$ cat src/design/watchdog_pkg.sv
package watchdog_pkg;

    // ------------------------------------------------------------
    // counter chain
    // ------------------------------------------------------------
    localparam int PRESCALE_W = 12;
    localparam int WD_W       = 6;
    localparam int SVC_CLR_LO = 4;
    localparam int SVC_CLR_HI = 11;
    localparam int PIN_LOW_CYCLES = 32;
    localparam int PIN_CNT_W  = 6;

    // ------------------------------------------------------------
    // bus map (word index, byte address is four times it)
    // ------------------------------------------------------------
    localparam int ADR_W = 18;
    localparam int IDX_W = 16;
    localparam logic [IDX_W-1:0] IDX_SERVICE = 16'hFFFF;
    localparam logic [IDX_W-1:0] IDX_OPTION  = 16'h001F;
    localparam logic [IDX_W-1:0] IDX_STATUS  = 16'h0020;
    localparam logic [IDX_W-1:0] IDX_MASK    = 16'h0021;
    localparam logic [IDX_W-1:0] IDX_COUNT   = 16'h0022;

    // ------------------------------------------------------------
    // option register fields
    // ------------------------------------------------------------
    localparam int OPT_W        = 3;
    localparam int OPT_SHORT    = 0;
    localparam int OPT_DISABLE  = 1;
    localparam int OPT_STOP_EN  = 2;
    localparam logic [OPT_W-1:0] OPT_RESET = 3'h0;

    // ------------------------------------------------------------
    // status and mask fields
    // ------------------------------------------------------------
    localparam int STAT_W       = 2;
    localparam int ST_WD_CAUSE  = 0;
    localparam int ST_SERVICED  = 1;
    localparam logic [STAT_W-1:0] STAT_RESET = 2'h0;
    localparam logic [STAT_W-1:0] MASK_RESET = 2'h0;

    localparam logic [7:0] RESET_VECTOR_LO_DEFAULT = 8'h00;

endpackage

$ cat src/design/watchdog_timeout_reset.sv
// Chosen here: the Wishbone slave port.
`timescale 1ns/1ps

// Contract
// 12-bit prescaler overflow feeds 6-bit counter
// timing only from crystal clock
// overflow resets after short or long count
// service write clears counter, prescaler stages 12-5
// service read returns vector low byte
// reset pin low 32 crystal cycles, cause flag
// stop instruction clears whole prescaler
// internal reset clears prescaler and counter
// reset vector fetch clears prescaler
// disable option suppresses watchdog resets
// monitor mode test level disables watchdog
// break state reset-pin test level disables
// never raises a processor interrupt request
// keeps counting during wait mode
// stop mode gates crystal, clears prescaler
// stop option zero blocks stop instruction
// software services from main program loop
// software services around stop mode
module watchdog_timeout_reset #(
    parameter int         PRE_W           = watchdog_pkg::PRESCALE_W,
    parameter int         CNT_W           = watchdog_pkg::WD_W,
    parameter int         LOW_CYCLES      = watchdog_pkg::PIN_LOW_CYCLES,
    parameter logic [7:0] RESET_VECTOR_LO = watchdog_pkg::RESET_VECTOR_LO_DEFAULT
) (
    // clock and reset
    input  wire logic                           clk_i,
    input  wire logic                           rst_i,
    // wishbone slave
    input  wire logic                           wb_cyc_i,
    input  wire logic                           wb_stb_i,
    input  wire logic                           wb_we_i,
    input  wire logic [watchdog_pkg::ADR_W-1:0] wb_adr_i,
    input  wire logic [3:0]                     wb_sel_i,
    input  wire logic [31:0]                    wb_dat_i,
    output logic      [31:0]                    wb_dat_o,
    output logic                                wb_ack_o,
    // crystal clock level, sampled on clk_i
    input  wire logic                           crystal_clock_i,
    // system events
    input  wire logic                           internal_reset_i,
    input  wire logic                           vector_fetch_i,
    input  wire logic                           stop_mode_i,
    input  wire logic                           wait_mode_i,
    // test conditions
    input  wire logic                           monitor_mode_i,
    input  wire logic                           break_state_i,
    input  wire logic                           irq_test_level_i,
    input  wire logic                           rst_test_level_i,
    // reset outputs
    output logic                                watchdog_reset_o,
    output logic                                rst_pin_o,
    output logic                                rst_pin_oe_o,
    output logic                                stop_allowed_o,
    // status notification
    output logic                                status_alert_o
);

    initial begin
        if (PRE_W != watchdog_pkg::PRESCALE_W || CNT_W != watchdog_pkg::WD_W) begin
            $error("watchdog_timeout_reset: counter widths are fixed");
        end
    end

    // ------------------------------------------------------------
    // bus decode
    // ------------------------------------------------------------
    wire                          req        = wb_cyc_i & wb_stb_i & ~wb_ack_o;
    wire [watchdog_pkg::IDX_W-1:0] idx       = wb_adr_i[watchdog_pkg::ADR_W-1:2];
    wire                          wr         = req & wb_we_i;
    wire                          rd         = req & ~wb_we_i;
    wire                          lane0      = wb_sel_i[0];
    wire                          hit_svc    = idx == watchdog_pkg::IDX_SERVICE;
    wire                          hit_opt    = idx == watchdog_pkg::IDX_OPTION;
    wire                          hit_stat   = idx == watchdog_pkg::IDX_STATUS;
    wire                          hit_mask   = idx == watchdog_pkg::IDX_MASK;
    wire                          hit_cnt    = idx == watchdog_pkg::IDX_COUNT;
    wire                          svc_write  = wr & hit_svc & (|wb_sel_i);
    wire                          opt_write  = wr & hit_opt & lane0;
    wire                          mask_write = wr & hit_mask & lane0;
    wire                          stat_read  = rd & hit_stat;

    // ------------------------------------------------------------
    // software state
    // ------------------------------------------------------------
    logic [watchdog_pkg::OPT_W-1:0]  opt_r;
    logic [watchdog_pkg::STAT_W-1:0] stat_r;
    logic [watchdog_pkg::STAT_W-1:0] stat_nxt;
    logic [watchdog_pkg::STAT_W-1:0] mask_r;
    logic                            ack_r;
    logic [31:0]                     dat_r;
    logic [31:0]                     dat_nxt;

    wire short_sel   = opt_r[watchdog_pkg::OPT_SHORT];
    wire disable_opt = opt_r[watchdog_pkg::OPT_DISABLE];
    wire stop_enable = opt_r[watchdog_pkg::OPT_STOP_EN];

    // ------------------------------------------------------------
    // crystal clock edge and gating
    // ------------------------------------------------------------
    logic crystal_prev_r;
    wire  stop_active = stop_mode_i & stop_enable;
    wire  crystal_edge = crystal_clock_i & ~crystal_prev_r;
    // wait mode does not gate the tick
    wire  tick = crystal_edge & ~stop_active;

    always_ff @(posedge clk_i) begin
        if (rst_i) begin
            crystal_prev_r <= 1'b0;
        end else begin
            crystal_prev_r <= crystal_clock_i;
        end
    end

    // ------------------------------------------------------------
    // disable conditions
    // ------------------------------------------------------------
    wire mon_off = monitor_mode_i & (irq_test_level_i | rst_test_level_i);
    wire brk_off = break_state_i & rst_test_level_i;
    wire held_off = mon_off | brk_off;

    // ------------------------------------------------------------
    // counter chain and clears
    // ------------------------------------------------------------
    logic [PRE_W-1:0] pre_w;
    logic [CNT_W-1:0] cnt_w;
    logic             overflow;
    logic             pin_active;

    wire clr_counters = internal_reset_i | pin_active | held_off;
    wire clr_pre_only = stop_active | vector_fetch_i;
    wire clr_all      = clr_counters | clr_pre_only;

    // stop clears the prescaler only, the counter keeps its value
    logic [CNT_W-1:0] unused_cnt;
    assign unused_cnt = cnt_w;

    watchdog_counter_chain #(
        .PRE_W (PRE_W),
        .CNT_W (CNT_W)
    ) u_chain (
        .clk_i         (clk_i),
        .rst_i         (rst_i),
        .tick_i        (tick),
        .clr_all_i     (clr_counters),
        .clr_service_i (svc_write),
        .clr_pre_i     (clr_pre_only),
        .short_i       (short_sel),
        .pre_o         (pre_w),
        .cnt_o         (cnt_w),
        .timeout_o     (overflow)
    );

    // ------------------------------------------------------------
    // prescaler-only clear on stop and vector fetch
    // ------------------------------------------------------------
    // registered record of a prescaler-only clear
    logic pre_full_clr_r;

    always_ff @(posedge clk_i) begin
        if (rst_i) begin
            pre_full_clr_r <= 1'b0;
        end else begin
            pre_full_clr_r <= clr_pre_only;
        end
    end

    // ------------------------------------------------------------
    // timeout to reset
    // ------------------------------------------------------------
    wire fire = overflow & ~disable_opt & ~held_off & ~clr_all;

    watchdog_reset_stretcher #(
        .LOW_CYCLES (LOW_CYCLES)
    ) u_stretch (
        .clk_i    (clk_i),
        .rst_i    (rst_i),
        .start_i  (fire),
        .tick_i   (crystal_edge),
        .active_o (pin_active)
    );

    // on timeout a reset leaves the block, plus status_alert_o when mask bit 0 is set, never a cpu request
    assign watchdog_reset_o = pin_active;
    assign rst_pin_o        = 1'b0;
    assign rst_pin_oe_o     = pin_active;
    assign stop_allowed_o   = stop_enable;

    // ------------------------------------------------------------
    // option and mask registers
    // ------------------------------------------------------------
    always_ff @(posedge clk_i) begin
        if (rst_i) begin
            opt_r <= watchdog_pkg::OPT_RESET;
        end else if (opt_write) begin
            opt_r <= wb_dat_i[watchdog_pkg::OPT_W-1:0];
        end
    end

    always_ff @(posedge clk_i) begin
        if (rst_i) begin
            mask_r <= watchdog_pkg::MASK_RESET;
        end else if (mask_write) begin
            mask_r <= wb_dat_i[watchdog_pkg::STAT_W-1:0];
        end
    end

    // ------------------------------------------------------------
    // sticky status, cleared by read, set wins
    // ------------------------------------------------------------
    always_comb begin
        stat_nxt = stat_read ? '0 : stat_r;
        if (fire) begin
            stat_nxt[watchdog_pkg::ST_WD_CAUSE] = 1'b1;
        end
        if (svc_write) begin
            stat_nxt[watchdog_pkg::ST_SERVICED] = 1'b1;
        end
    end

    always_ff @(posedge clk_i) begin
        if (rst_i) begin
            stat_r <= watchdog_pkg::STAT_RESET;
        end else begin
            stat_r <= stat_nxt;
        end
    end

    assign status_alert_o = |(stat_r & mask_r);

    // ------------------------------------------------------------
    // read data
    // ------------------------------------------------------------
    always_comb begin
        dat_nxt = '0;
        if (hit_svc) begin
            dat_nxt[7:0] = RESET_VECTOR_LO;
        end else if (hit_opt) begin
            dat_nxt[watchdog_pkg::OPT_W-1:0] = opt_r;
        end else if (hit_stat) begin
            dat_nxt[watchdog_pkg::STAT_W-1:0] = stat_r;
        end else if (hit_mask) begin
            dat_nxt[watchdog_pkg::STAT_W-1:0] = mask_r;
        end else if (hit_cnt) begin
            dat_nxt[PRE_W+CNT_W-1:0] = {cnt_w, pre_w};
        end
    end

    // ------------------------------------------------------------
    // acknowledge, one cycle after the request
    // ------------------------------------------------------------
    always_ff @(posedge clk_i) begin
        if (rst_i) begin
            ack_r <= 1'b0;
            dat_r <= '0;
        end else begin
            ack_r <= req;
            if (rd) begin
                dat_r <= dat_nxt;
            end
        end
    end

    assign wb_ack_o = ack_r;
    assign wb_dat_o = dat_r;

    logic unused_ok;
    assign unused_ok = wait_mode_i & pre_full_clr_r & (|unused_cnt);

endmodule // watchdog_timeout_reset

$ cat src/design/watchdog_counter_chain.sv
`timescale 1ns/1ps

module watchdog_counter_chain #(
    parameter int PRE_W = watchdog_pkg::PRESCALE_W,
    parameter int CNT_W = watchdog_pkg::WD_W
) (
    // clock and reset
    input  wire logic             clk_i,
    input  wire logic             rst_i,
    // control
    input  wire logic             tick_i,
    input  wire logic             clr_all_i,
    input  wire logic             clr_service_i,
    input  wire logic             clr_pre_i,
    input  wire logic             short_i,
    // state
    output logic [PRE_W-1:0]      pre_o,
    output logic [CNT_W-1:0]      cnt_o,
    output logic                  timeout_o
);

    initial begin
        if (PRE_W <= watchdog_pkg::SVC_CLR_HI || CNT_W < 2) begin
            $error("watchdog_counter_chain: unsupported widths");
        end
    end

    // ------------------------------------------------------------
    // next values
    // ------------------------------------------------------------
    logic [PRE_W-1:0] pre_r;
    logic [PRE_W-1:0] pre_nxt;
    logic [CNT_W-1:0] cnt_r;
    logic [CNT_W-1:0] cnt_nxt;
    logic [PRE_W-1:0] svc_mask;
    wire              pre_wrap = tick_i & (&pre_r);

    // clear stages 12 down to 5 on service
    always_comb begin
        svc_mask = '1;
        svc_mask[watchdog_pkg::SVC_CLR_HI:watchdog_pkg::SVC_CLR_LO] = '0;
    end

    always_comb begin
        pre_nxt = tick_i ? pre_r + {{(PRE_W-1){1'b0}}, 1'b1} : pre_r;
        cnt_nxt = pre_wrap ? cnt_r + {{(CNT_W-1){1'b0}}, 1'b1} : cnt_r;
        if (clr_service_i) begin
            pre_nxt = pre_r & svc_mask;
            cnt_nxt = '0;
        end
        if (clr_pre_i) begin
            pre_nxt = '0;
            cnt_nxt = cnt_r;
        end
        if (clr_all_i) begin
            pre_nxt = '0;
            cnt_nxt = '0;
        end
    end

    // short tap at two watchdog steps, long at full overflow
    assign timeout_o = pre_wrap & ~clr_service_i & ~clr_all_i & ~clr_pre_i &
                       (short_i ? cnt_r[0] : (&cnt_r));

    always_ff @(posedge clk_i) begin
        if (rst_i) begin
            pre_r <= '0;
            cnt_r <= '0;
        end else begin
            pre_r <= pre_nxt;
            cnt_r <= cnt_nxt;
        end
    end

    assign pre_o = pre_r;
    assign cnt_o = cnt_r;

endmodule // watchdog_counter_chain

$ cat src/design/watchdog_reset_stretcher.sv
`timescale 1ns/1ps

module watchdog_reset_stretcher #(
    parameter int LOW_CYCLES = watchdog_pkg::PIN_LOW_CYCLES
) (
    // clock and reset
    input  wire logic clk_i,
    input  wire logic rst_i,
    // control
    input  wire logic start_i,
    input  wire logic tick_i,
    // state
    output logic      active_o
);

    initial begin
        if (LOW_CYCLES < 1 || LOW_CYCLES >= (1 << watchdog_pkg::PIN_CNT_W)) begin
            $error("watchdog_reset_stretcher: unsupported length");
        end
    end

    localparam logic [watchdog_pkg::PIN_CNT_W-1:0] LAST =
        watchdog_pkg::PIN_CNT_W'(LOW_CYCLES);

    logic [watchdog_pkg::PIN_CNT_W-1:0] cnt_r;
    logic                               active_r;

    // ------------------------------------------------------------
    // hold the pin low for the fixed number of crystal cycles
    // ------------------------------------------------------------
    always_ff @(posedge clk_i) begin
        if (rst_i) begin
            cnt_r    <= '0;
            active_r <= 1'b0;
        end else if (start_i && !active_r) begin
            cnt_r    <= '0;
            active_r <= 1'b1;
        end else if (active_r && tick_i) begin
            cnt_r    <= cnt_r + 1'b1;
            active_r <= (cnt_r + 1'b1) != LAST;
        end
    end

    assign active_o = active_r;

endmodule // watchdog_reset_stretcher

$ cat config.mk
export PLATFORM = sky130hd
export DESIGN_NAME = watchdog_timeout_reset
export DESIGN_NICKNAME = d
export VERILOG_FILES = /design/src/design/watchdog_pkg.sv /design/src/design/watchdog_timeout_reset.sv /design/src/design/watchdog_counter_chain.sv /design/src/design/watchdog_reset_stretcher.sv
export SDC_FILE = /design/constraint.sdc
export NUM_CORES = 1
export LEC_CHECK = 0
export ABC_AREA = 0
export ABC_CLOCK_PERIOD_IN_PS = 3700
export BUFFER_PORTS_ARGS = -buffer_cell sky130_fd_sc_hd__buf_2
export CAP_MARGIN = 25
export CORE_MARGIN = 5
export CORE_UTILIZATION = 43
export CTS_CLUSTER_DIAMETER = 30
export DETAILED_ROUTE_END_ITERATION = 7
export PLACE_DENSITY = 0.69
export SYNTH_ARGS = -nofsm -noshare
export SYNTH_HDL_FRONTEND = slang
export SYNTH_HIERARCHICAL = 1
export SYNTH_SLANG_ARGS = --single-unit
$ cat constraint.sdc
create_clock -name clk_i -period 3.7 [get_ports clk_i]
set_input_delay 0.555 -clock clk_i [delete_from_list [all_inputs] [get_ports clk_i]]
set_output_delay 0.555 -clock clk_i [all_outputs]
set_load 0.01 [all_outputs]
==> Word level (Yosys, flattened, before mapping) <==
Cells that the tools add are included.
{ "word_totals": {"register_bits": 52, "latchBits": 0, "ram_bits": 0, "rom_bits": 0, "out_inout_bits": 38, "memories": 0} }
{ "op_classes": {"add_sub_neg": 3, "multipliers": 0, "div": 0, "order_cmp": 0, "eq_ne": 6, "shifts": 0, "muxes": 17, "n_bitwise": 41, "n_reduce_logical": 17} }
{ "ops": {"columns": ["cell", "count"], "rows": [
  ["$eq 16x6->1 const B", 3],
  ["$mux 16", 2],
  ["$and 1x1->1", 24],
  ["$mux 18", 1],
  ["$eq 16x16->1 const B", 1],
  ["$eq 16x5->1 const B", 1],
  ["$mux 15", 1],
  ["$add 12x1->12 const B", 1],
  ["$add 6x1->6 const B", 2],
  ["$mux 6", 2],
  ["$reduce_and 12->1", 1],
  ["$mux 10", 1],
  ["$not 1->1", 10],
  ["$mux 8", 1],
  ["$reduce_bool 2->1", 4],
  ["$reduce_or 4->1", 2],
  ["$mux 2", 3],
  ["$ne 6x6->1 const B", 1],
  ["$or 1x1->1", 6],
  ["$reduce_and 6->1", 1],
  ["$reduce_or 2->1", 3],
  ["$mux 1", 5],
  ["$reduce_and 2->1", 2],
  ["$mux 3", 1],
  ["4 further kinds", 5]
]} }

==> Depth between registers and ports, before layout <==
Gate-level depths: netlist (run 1).
{ "logic_depth": {"ltp_word": 15, "mapped_depth": 11, "ltp_nobuf": 9} }

==> Modules after synthesis <==
The synthesis (run 1) kept the hierarchy.
{ "by_module_without_submodules": {"columns": ["module", "n_inst", "cells_each", "area_each_um2"], "rows": [
  ["watchdog_timeout_reset", 1, 183, 1466.4],
  ["watchdog_counter_chain", 1, 103, 878.3],
  ["watchdog_reset_stretcher", 1, 41, 352.8]
]} }

==> Least setup slack after synthesis (run 1) <==
No wires, ideal clock.
{ "synth_path": {"path_type": "input -> register", "from": "input crystal_clock_i", "to": "register u_stretch/cnt_r[0] (netlist name)", "setup_ns": 0.118, "t_arrival_ns": 2.642, "t_required_ns": 3.582, "path_slack_ns": 0.940, "cell_stages": 11, "path_buffers": 2, "path_cell_list": "nor2b_1 -> a21boi_0 -> and4_1 -> buf_2 -> nand4_1 -> clkbuf_1 -> nor4_1 -> inv_1 -> nor4_1 -> a21o_1 -> nor2_1"} }
{ "synth_between": {"elab_chain_len": 12, "word_cells_on_any_way": 13} }
{ "synth_rtl": {"columns": ["element", "line_no", "text"], "rows": [
  ["start, declared", "watchdog_timeout_reset.sv:42", "input wire logic crystal_clock_i,"],
  ["$and 1x1->1", "watchdog_timeout_reset.sv:106", "wire crystal_edge = crystal_clock_i & ~crystal_prev_r;"],
  ["$and 1x1->1", "watchdog_timeout_reset.sv:108", "wire tick = crystal_edge & ~stop_active;"],
  ["net tick", "watchdog_timeout_reset.sv:108", null],
  ["$and 1x1->1", "watchdog_counter_chain.sv:36", "wire pre_wrap = tick_i & (&pre_r);"],
  ["$and 1x1->1 (4 in series)", "watchdog_counter_chain.sv:62", "assign timeout_o = pre_wrap & ~clr_service_i & ~clr_all_i & ~clr_pre_i &"],
  ["net overflow", "watchdog_timeout_reset.sv:130", "logic overflow;"],
  ["$and 1x1->1 (3 in series)", "watchdog_timeout_reset.sv:174", "wire fire = overflow & ~disable_opt & ~held_off & ~clr_all;"],
  ["net fire", "watchdog_timeout_reset.sv:174", null],
  ["$logic_and 1x1->1", "watchdog_reset_stretcher.sv:35", "end else if (start_i && !active_r) begin"],
  ["$reduce_or 2->1 (no line)", null, null],
  ["end signal, assigned", "watchdog_reset_stretcher.sv:39", "cnt_r <= cnt_r + 1'b1;"],
  ["end, declared", "watchdog_reset_stretcher.sv:25", "logic [watchdog_pkg::PIN_CNT_W-1:0] cnt_r;"]
]} }
The timed path passes the listed nets, and every way through them passes these cells.
A chain may end at the register's enable or synchronous reset.

==> Worst setup path in the final report (run 1) <==
{ "layout_path": {"from": "input crystal_clock_i", "to": "register u_stretch/cnt_r[5] (netlist name)"} }
{ "layout_between": {"elab_chain_len": 12, "word_cells_on_any_way": 13} }
{ "layout_rtl": {"columns": ["element", "line_no"], "rows": [
  ["$and 1x1->1", "watchdog_timeout_reset.sv:106"],
  ["net crystal_edge", "watchdog_timeout_reset.sv:106"],
  ["$and 1x1->1", "watchdog_timeout_reset.sv:108"],
  ["net tick", "watchdog_timeout_reset.sv:108"],
  ["$and 1x1->1", "watchdog_counter_chain.sv:36"],
  ["$and 1x1->1 (4 in series)", "watchdog_counter_chain.sv:62"],
  ["net overflow", "watchdog_timeout_reset.sv:130"],
  ["$and 1x1->1 (3 in series)", "watchdog_timeout_reset.sv:174"],
  ["net fire", "watchdog_timeout_reset.sv:174"],
  ["$logic_and 1x1->1", "watchdog_reset_stretcher.sv:35"],
  ["$reduce_or 2->1 (no line)", null]
]} }
The timed path passes the listed nets, and every way through them passes these cells.

==> results.cfg, run 1 <==
[finish]
area_delta_synth_final_pct = 15.7
diodes = 0
drive_above_1_share_pct = 21.7
stdcell_count = 458
nNetsFinal = 454
fillCellCount = 578

[sta]
drv_slew = 0
period_minus_slack_ps = 2830
hold_ws_ps = 455
rsz0062_at_grt = false
hold_viol = 0
setup_violations = 0
setup_tns_ps = 0
fin_skew_ps = 10.1
fmax_mhz = 353
tightest_slew_ps = 636
slew_headroom_pct = 57.4
period_share_pct = 76.5

[drt]
ant_nets = 0
detail_route.wl_per_cell_um = 14.6
drc_errors = 0
drt-initial-drc-count = 119
viasPerCell = 5.53
vias = 2533
dr.pass1.iters = 4
drt_wl_total_um = 6680

[clock_tree]
cts_buffers = 5
post_cts_buffers = 0
cts-resized-gates = 0
htree_levels = 2
postCtsHoldBufs = 0
path_clk_slew_ps = 100
cts_sinks = 52
clockBufferDepth = 2
cts-root-buf = clkbuf_8
cts_tree = done
worst_skew_pair.late_latency_ps = 310

[synth]
synth_xor_area_share_pct = 5.52
synth_top_family_by_area = simple AND/OR/NAND/NOR gates
synth_area_mm2 = 0.00270
synth_adder_area_share_pct = 1.86
yosysSeqAreaShare_pct = 38.6
ys_warn_count = 6
synth_area_leaders = dfxtp_1 (39%), a21oi_1 (5.9%), nand3_1 (5.9%)
synth.most_common_cell = dfxtp_1
synth_cell_type_count = 52
ys_seq_elements = 52
synth_compound_area_share_pct = 15.1
synth-edff-count = 0
ys_async_sr_fraction_pct = 0
yosys-top-cells-count = dfxtp_1 (52), a21oi_1 (32), nand2_1 (32), nand3_1 (32), nor2_1 (22)
synth_ff_type = dfxtp_1
synth_largest_area_cell = dfxtp_1
synth.avg_cell_area_um2 = 8.25
synthMuxAreaShare_pct = 1.11
synth_cells = 327
netlist.area_leader.share_pct = 38.6
yosys.area_share.simple_pct = 29.8

[run_status]
status = completed

[placement]
dp_hpwl_um = 5010
dpl.cell_count = 450
routabilityCongestion = 0.804
io_buffers = 58

[floorplan]
num_rows = 28
start_util_pct = 44.8
pin_count = 106
die_y_um = 89.2
die_x_um = 89.2
core-area_mm2 = 0.00603
dieArea_mm2 = 0.00796

[grt]
grt_pass1_wl_um = 11100
antenna_found_initial = 0
grt_pass1_vias = 2351
gr-total-overflow = 0
grtUsageTotal_pct = 17.9
grt_start_max_net_pins = 32

[worst_setup_path]
slowest_delay_ps = 520
critPathTopFamily = simple AND/OR/NAND/NOR gates
worstPathMaxFanout = 6
cp_common_cell = nor4_1
crit_buf_inv = 2
worst_setup_path_end_kind = register
worstSetupPathType = in -> reg
worstPathCellList = buf_2 > nor2b_1 > a21boi_0 > and4_1 > nand4_1 > nor4_1 > inv_1 > nor4_1 > a21o_1 > nor2_1
start_kind = input pin
slowest_stage = a21boi_0
arrival_ps = 3040
crit_required_ps = 3910

[worst_hold_path]
min_path_type = reg -> reg

[power_and_ir_drop]
ir_drop_mv = 0.186
power.density_mw_per_mm2 = 333
finalPower_mw = 1.04
leakage_nw = 1.21

[flow_run]
drv_cap = 0
area by class of cell:
type | count | area, um^2 | share of cell area, %
multi-input combinational | 252 | 1500 | 48.1
clock inverter | 3 | 46.3 | 1.48
clock buffer | 5 | 68.8 | 2.21
tap | 75 | 93.8 | 3.01
inverter | 6 | 22.5 | 0.722
timing repair buffer | 65 | 347 | 11.1
sequential | 52 | 1040 | 33.4
through the flow:
stage               setup slack, ps  area (um^2)  util, %
floorplan                       940         2750        -
CTS                             927         3120     51.8
global placement                586         2990     49.7
finish                          868         3120     51.8
detailed placement              601         3010     49.9
global route                    608         3120     51.8
power by group:
part	internal, mW	switching [mW]
Sequential	0.560	0.00110
Combinational	0.0257	0.0456
Clock	0.204	0.203
Total	0.790	0.249
state kept, by name, summed over array words and instances, names as in the netlist:
name                count
wb_dat_o               18
crystal_prev_r          1
mask_r                  2
u_stretch/active_o      1
opt_r                   3
wb_ack_o                1
u_chain/cnt_o           6
u_stretch/cnt_r         6
u_chain/pre_o          12
stat_r                  2
tightest hold or removal path: stages, from the launching register on:
cell and delay [ps]:
dfxtp_1 320, nand2_1 50, a21oi_1 50
logic make-up (layout without fill, tap and decap cells):
logic type,after synthesis,in the layout
multiplexers,3,3
flip-flops,52,52
other,1,15
AO/OA/AOI/OAI,65,65
AND/OR/NAND/NOR,148,148
XOR/XNOR,17,17
adder cells (fa/ha/maj),4,4
buffers and inverters,37,79
worst paths after layout:
path / endpoint / cells after the start / slack, ps / startpoint
max: u_stretch/cnt_r[5] / 10 / 870 / crystal_clock_i
min: wb_dat_o[4] / 2 / 460 / wb_dat_o[4]
max reg2reg: u_stretch/cnt_r[5] / 9 / 910 / crystal_prev_r
min reg2reg: wb_dat_o[4] / 2 / 460 / wb_dat_o[4]
cell usage in the layout (no fill, tap or decap), types with 7 or more instances in the layout:
cell type  instances
buf_2             58
dfxtp_1           52
a21oi_1           32
nand2_1           32
nand3_1           32
nor2_1            22
conb_1            15
o21ai_0           12
xor2_1            12
nand4_1           11
or4_1              7
routing by layer:
layer	up-vias	GRT usage, %	wire (um)
li1	1265	-	-
met1	1187	22.5	2950
met2	67	29.9	3200
met3	14	3.50	364
met4	0	7.17	161
met5	-	0	0
No activity file was read; power rests on OpenSTA's default activity.
==> inputs of run 2 (changes only) <==
- ABC_CLOCK_PERIOD_IN_PS: 3700 -> 2900
- clock period: 3.7 -> 2.9 ns (I/O delays scaled with it)
==> results.cfg, run 2 (same netlist as run 1, synthesis figures left out) <==
[run_status]
status = completed

[clock_tree]
htree_levels = 2
cts_tree = done
post_cts_buffers = 0
postCtsHoldBufs = 0
path_clk_slew_ps = 100
cts_sinks = 52
clockBufferDepth = 2
worst_skew_pair.late_latency_ps = 310
cts-root-buf = clkbuf_8
cts_buffers = 5
cts-resized-gates = 0

[sta]
hold_viol = 0
fmax_mhz = 425
setup_violations = 0
setup_tns_ps = 0
drv_slew = 0
rsz0062_at_grt = false
period_share_pct = 81.1
slew_headroom_pct = 62.8
finalWorstSetupSlack_ps = 547
fin_skew_ps = 11.1
tightest_slew_ps = 554
period_minus_slack_ps = 2350

[finish]
fillCellCount = 611
drive_above_1_share_pct = 22.7
largest_reg_flops = 18
mostFrequentLayoutCell = buf_2
layout_common_cells = buf_2 (58), dfxtp_1 (52), a21oi_1 (32), nand2_1 (32), nand3_1 (32)
nNetsFinal = 459
diodes = 0
area_delta_synth_final_pct = 16.2

[power_and_ir_drop]
ir_drop_mv = 0.209
power.density_mw_per_mm2 = 399
leakage_nw = 1.22

[worst_hold_path]
min_path_type = in -> reg

[worst_setup_path]
arrival_ps = 2560
crit_required_ps = 3100
worstSetupPathType = reg -> reg
start_kind = register
worst_setup_path_end_kind = register
worstPathMaxFanout = 6

[grt]
antenna_found_initial = 0
gr-total-overflow = 0
grt_pass1_wl_um = 11200
grt_pass1_vias = 2427
grt_start_max_net_pins = 31
grtUsageTotal_pct = 17.8

[drt]
ant_nets = 0
drt-initial-drc-count = 98
drc_errors = 0
dr.pass1.iters = 4
vias = 2521
drt_wl_total_um = 6620
viasPerCell = 5.44
detail_route.wl_per_cell_um = 14.3

[placement]
dp_hpwl_um = 5050
io_buffers = 58
place_ws_ps = 294
routabilityCongestion = 0.828

[flow_run]
drv_cap = 0

[floorplan]
die_x_um = 89.2
dieArea_mm2 = 0.00796
die_y_um = 89.2
pin_count = 106
core-area_mm2 = 0.00603
num_rows = 28
start_util_pct = 44.8
-- run 2: worst paths after layout --
kind                   start                  to  slack, ps  depth (start not counted)
max           crystal_prev_r  u_stretch/cnt_r[0]        550                         11
min          crystal_clock_i      crystal_prev_r        360                          2
max reg2reg   crystal_prev_r  u_stretch/cnt_r[0]        550                         11
min reg2reg     wb_dat_o[12]        wb_dat_o[12]        450                          2
-- run 2: cell type report --
class	count	area (um^2)	area share (%)
inverter	6	22.5	0.718
tap	75	93.8	2.99
clock buffer	5	68.8	2.19
timing repair buffer	70	380	12.1
clock inverter	3	27.5	0.878
sequential	52	1040	33.2
multi-input combinational	252	1500	47.9
-- run 2: worst max-delay path, stage by stage (launching register included) --
cell and delay (ps):
dfxtp_1 320, nor2b_1 150, a21boi_0 210, buf_4 160, and4_1 220, nand4_1 150, nor4_1 260, inv_1 60
nor4_1 270, buf_4 160, a21o_1 220, nor2_1 70
-- run 2: metrics by stage --
stage | util, % | cell area, um^2 | power (mW) | hold slack (ps) | cells
4_1_cts | 52.0 | 3140 | 1.27 | 360 | 463
2_1_floorplan | - | 2750 | 0.796 | 461 | 341
5_1_grt | 52.0 | 3140 | 1.31 | 380 | 463
3_3_place_gp | 50.4 | 3040 | 0.826 | 437 | 455
6_report | 52.0 | 3140 | 1.25 | 361 | 463
3_5_place_dp | 50.4 | 3040 | 0.828 | 443 | 455
-- run 2: metal layers --
layer | share of wire [%] | routed length (um) | track usage [%] | vias up
met3 | 5.2 | 341 | 3.50 | 5
met1 | 44 | 2920 | 22.1 | 1184
met4 | 0.89 | 59 | 4.74 | 0
li1 | - | - | - | 1266
met2 | 50 | 3300 | 31.5 | 66
met5 | 0 | 0 | 0 | -
-- run 2: power by group --
group | internal [mW] | switching (mW)
clock | 0.178 | 0.259
sequential | 0.715 | 0.00147
combinational | 0.0366 | 0.0597
total | 0.929 | 0.321
==> inputs of run 3 (changes only) <==
- ABC_CLOCK_PERIOD_IN_PS: 2900 -> 2400
- clock period: 2.9 -> 2.4 ns (I/O delays scaled with it)
==> results.cfg, run 3 (same netlist as run 1, synthesis figures left out) <==
[run_status]
status = completed

[worst_setup_path]
rr_endpoint = u_stretch/cnt_r[5]
start_kind = register
crit_required_ps = 2600
setup.worst_path.end = u_stretch/cnt_r[5]
worstSetupPathType = reg -> reg
rrSetupSlack_ps = 230
crit_path_start = wb_ack_o
reg2regPathDepth = 9
arrival_ps = 2380
worstPathMaxFanout = 6
worst_setup_path_end_kind = register
r2r-start = wb_ack_o

[drt]
dr.pass1.iters = 4
detail_route.wl_per_cell_um = 13.6
drc_errors = 0
drt-initial-drc-count = 93
viasPerCell = 5.41
ant_nets = 0
vias = 2553
drt_wl_total_um = 6430

[placement]
routabilityCongestion = 0.837
io_buffers = 58
place_ws_ps = 18.6
placed_area_mm2 = 0.00313
dp_hpwl_um = 4800

[clock_tree]
cts_sinks = 52
path_clk_slew_ps = 100
clockBufferDepth = 2
cts_tree = done
cts_buffers = 5
post_cts_buffers = 0
worst_skew_pair.late_latency_ps = 300
cts-root-buf = clkbuf_8
htree_levels = 2

[sta]
setup_tns_ps = 0
drv_slew = 0
period_share_pct = 90.5
fin_skew_ps = 5.87
fmax_mhz = 461
hold_ws_ps = 275
period_minus_slack_ps = 2170
setup_violations = 0
hold_viol = 0
rsz0062_at_grt = false
finalWorstSetupSlack_ps = 229

[power_and_ir_drop]
ir_drop_mv = 0.264
p_sw_uw = 374
pwr-share-clk_pct = 38.4
sequentialPowerShare_pct = 54.1
comb_power_share_pct = 7.5
switching_share_pct = 23.4
power.density_mw_per_mm2 = 493
p_int_mw = 1.23
leakage_nw = 1.28

[flow_run]
drv_cap = 0

[grt]
grt_pass1_vias = 2330
grt_pass1_wl_um = 10500
gr-total-overflow = 0
grtUsageTotal_pct = 16.6
antenna_found_initial = 0
grt_start_max_net_pins = 31

[floorplan]
die_y_um = 89.2
pin_count = 106
core-area_mm2 = 0.00603
start_util_pct = 44.8
dieArea_mm2 = 0.00796
num_rows = 28
die_x_um = 89.2

[finish]
nNetsFinal = 468
stdcell_area_mm2 = 0.00325
final_core_util_pct = 53.9
drive_above_1_share_pct = 25.2
largest_reg_flops = 18
layout_common_cells = buf_2 (58), dfxtp_1 (52), a21oi_1 (32), nand2_1 (32), nand3_1 (32)
area_delta_synth_final_pct = 20.4
mostFrequentLayoutCell = buf_2
diodes = 0

[worst_hold_path]
min_path_type = in -> reg
-- run 3: area by class of cell --
type                            instances  area (um^2)
Sequential cell                        52         1040
Inverter                                6         22.5
Tap cell                               75         93.8
Timing Repair Buffer                   79          460
Clock buffer                            5         68.8
Multi-Input combinational cell        252         1510
Clock inverter                          3         46.3
Fill cell                             585         2780
-- run 3: layer usage --
| metal | global-route usage (%) | wire length [um] |
|---|---|---|
| met3 | 3.50 | 333 |
| met4 | 3.25 | 56 |
| met1 | 21.8 | 2910 |
| met2 | 28.3 | 3130 |
| met5 | 0 | 0 |
-- run 3: how the worst min path moves through the flow --
| stage | startpoint | to | slack, ps | depth (start not counted) |
|---|---|---|---|---|
| detailed placement | wb_dat_o[5] | wb_dat_o[5] | 440 | 2 |
| global route | crystal_clock_i | crystal_prev_r | 300 | 2 |
| floorplan | rst_i | u_stretch/active_o | 430 | 1 |
| finish | crystal_clock_i | crystal_prev_r | 280 | 2 |
| CTS | crystal_clock_i | crystal_prev_r | 270 | 2 |
| global placement | wb_dat_o[4] | wb_dat_o[4] | 440 | 2 |
-- run 3: power groups by stage --
stage | registers, mW | logic, mW | clock network (mW)
3_5_place_dp | 0.886 | 0.118 | 0
5_1_grt | 0.866 | 0.132 | 0.665
6_report | 0.866 | 0.120 | 0.614
4_1_cts | 0.866 | 0.118 | 0.628
3_3_place_gp | 0.885 | 0.117 | 0
2_1_floorplan | 0.886 | 0.0774 | 0
-- run 3: timing repair --
action | 4_1_cts | 5_1_grt
setup endpoints to repair | 0 | 7
gates resized for setup | 0 | 1
hold buffers | 0 | 0
hold endpoints to repair | 0 | 0
-- run 3: critical path, cell delays in order (launching register included) --
cell and delay (ps):
dfxtp_1 420, and4b_1 270, o41a_1 130, nand3_1 130, inv_1 70, nor4_1 270, inv_1 80, nor4_2 340
a21o_1 280, nor2_1 70
-- run 3: metrics by stage --
step	cells	power, mW
final	472	1.60
after global routing	472	1.66
after CTS	472	1.61
after detailed placement	464	1.00
after global placement	464	1.00
after floorplan	341	0.963
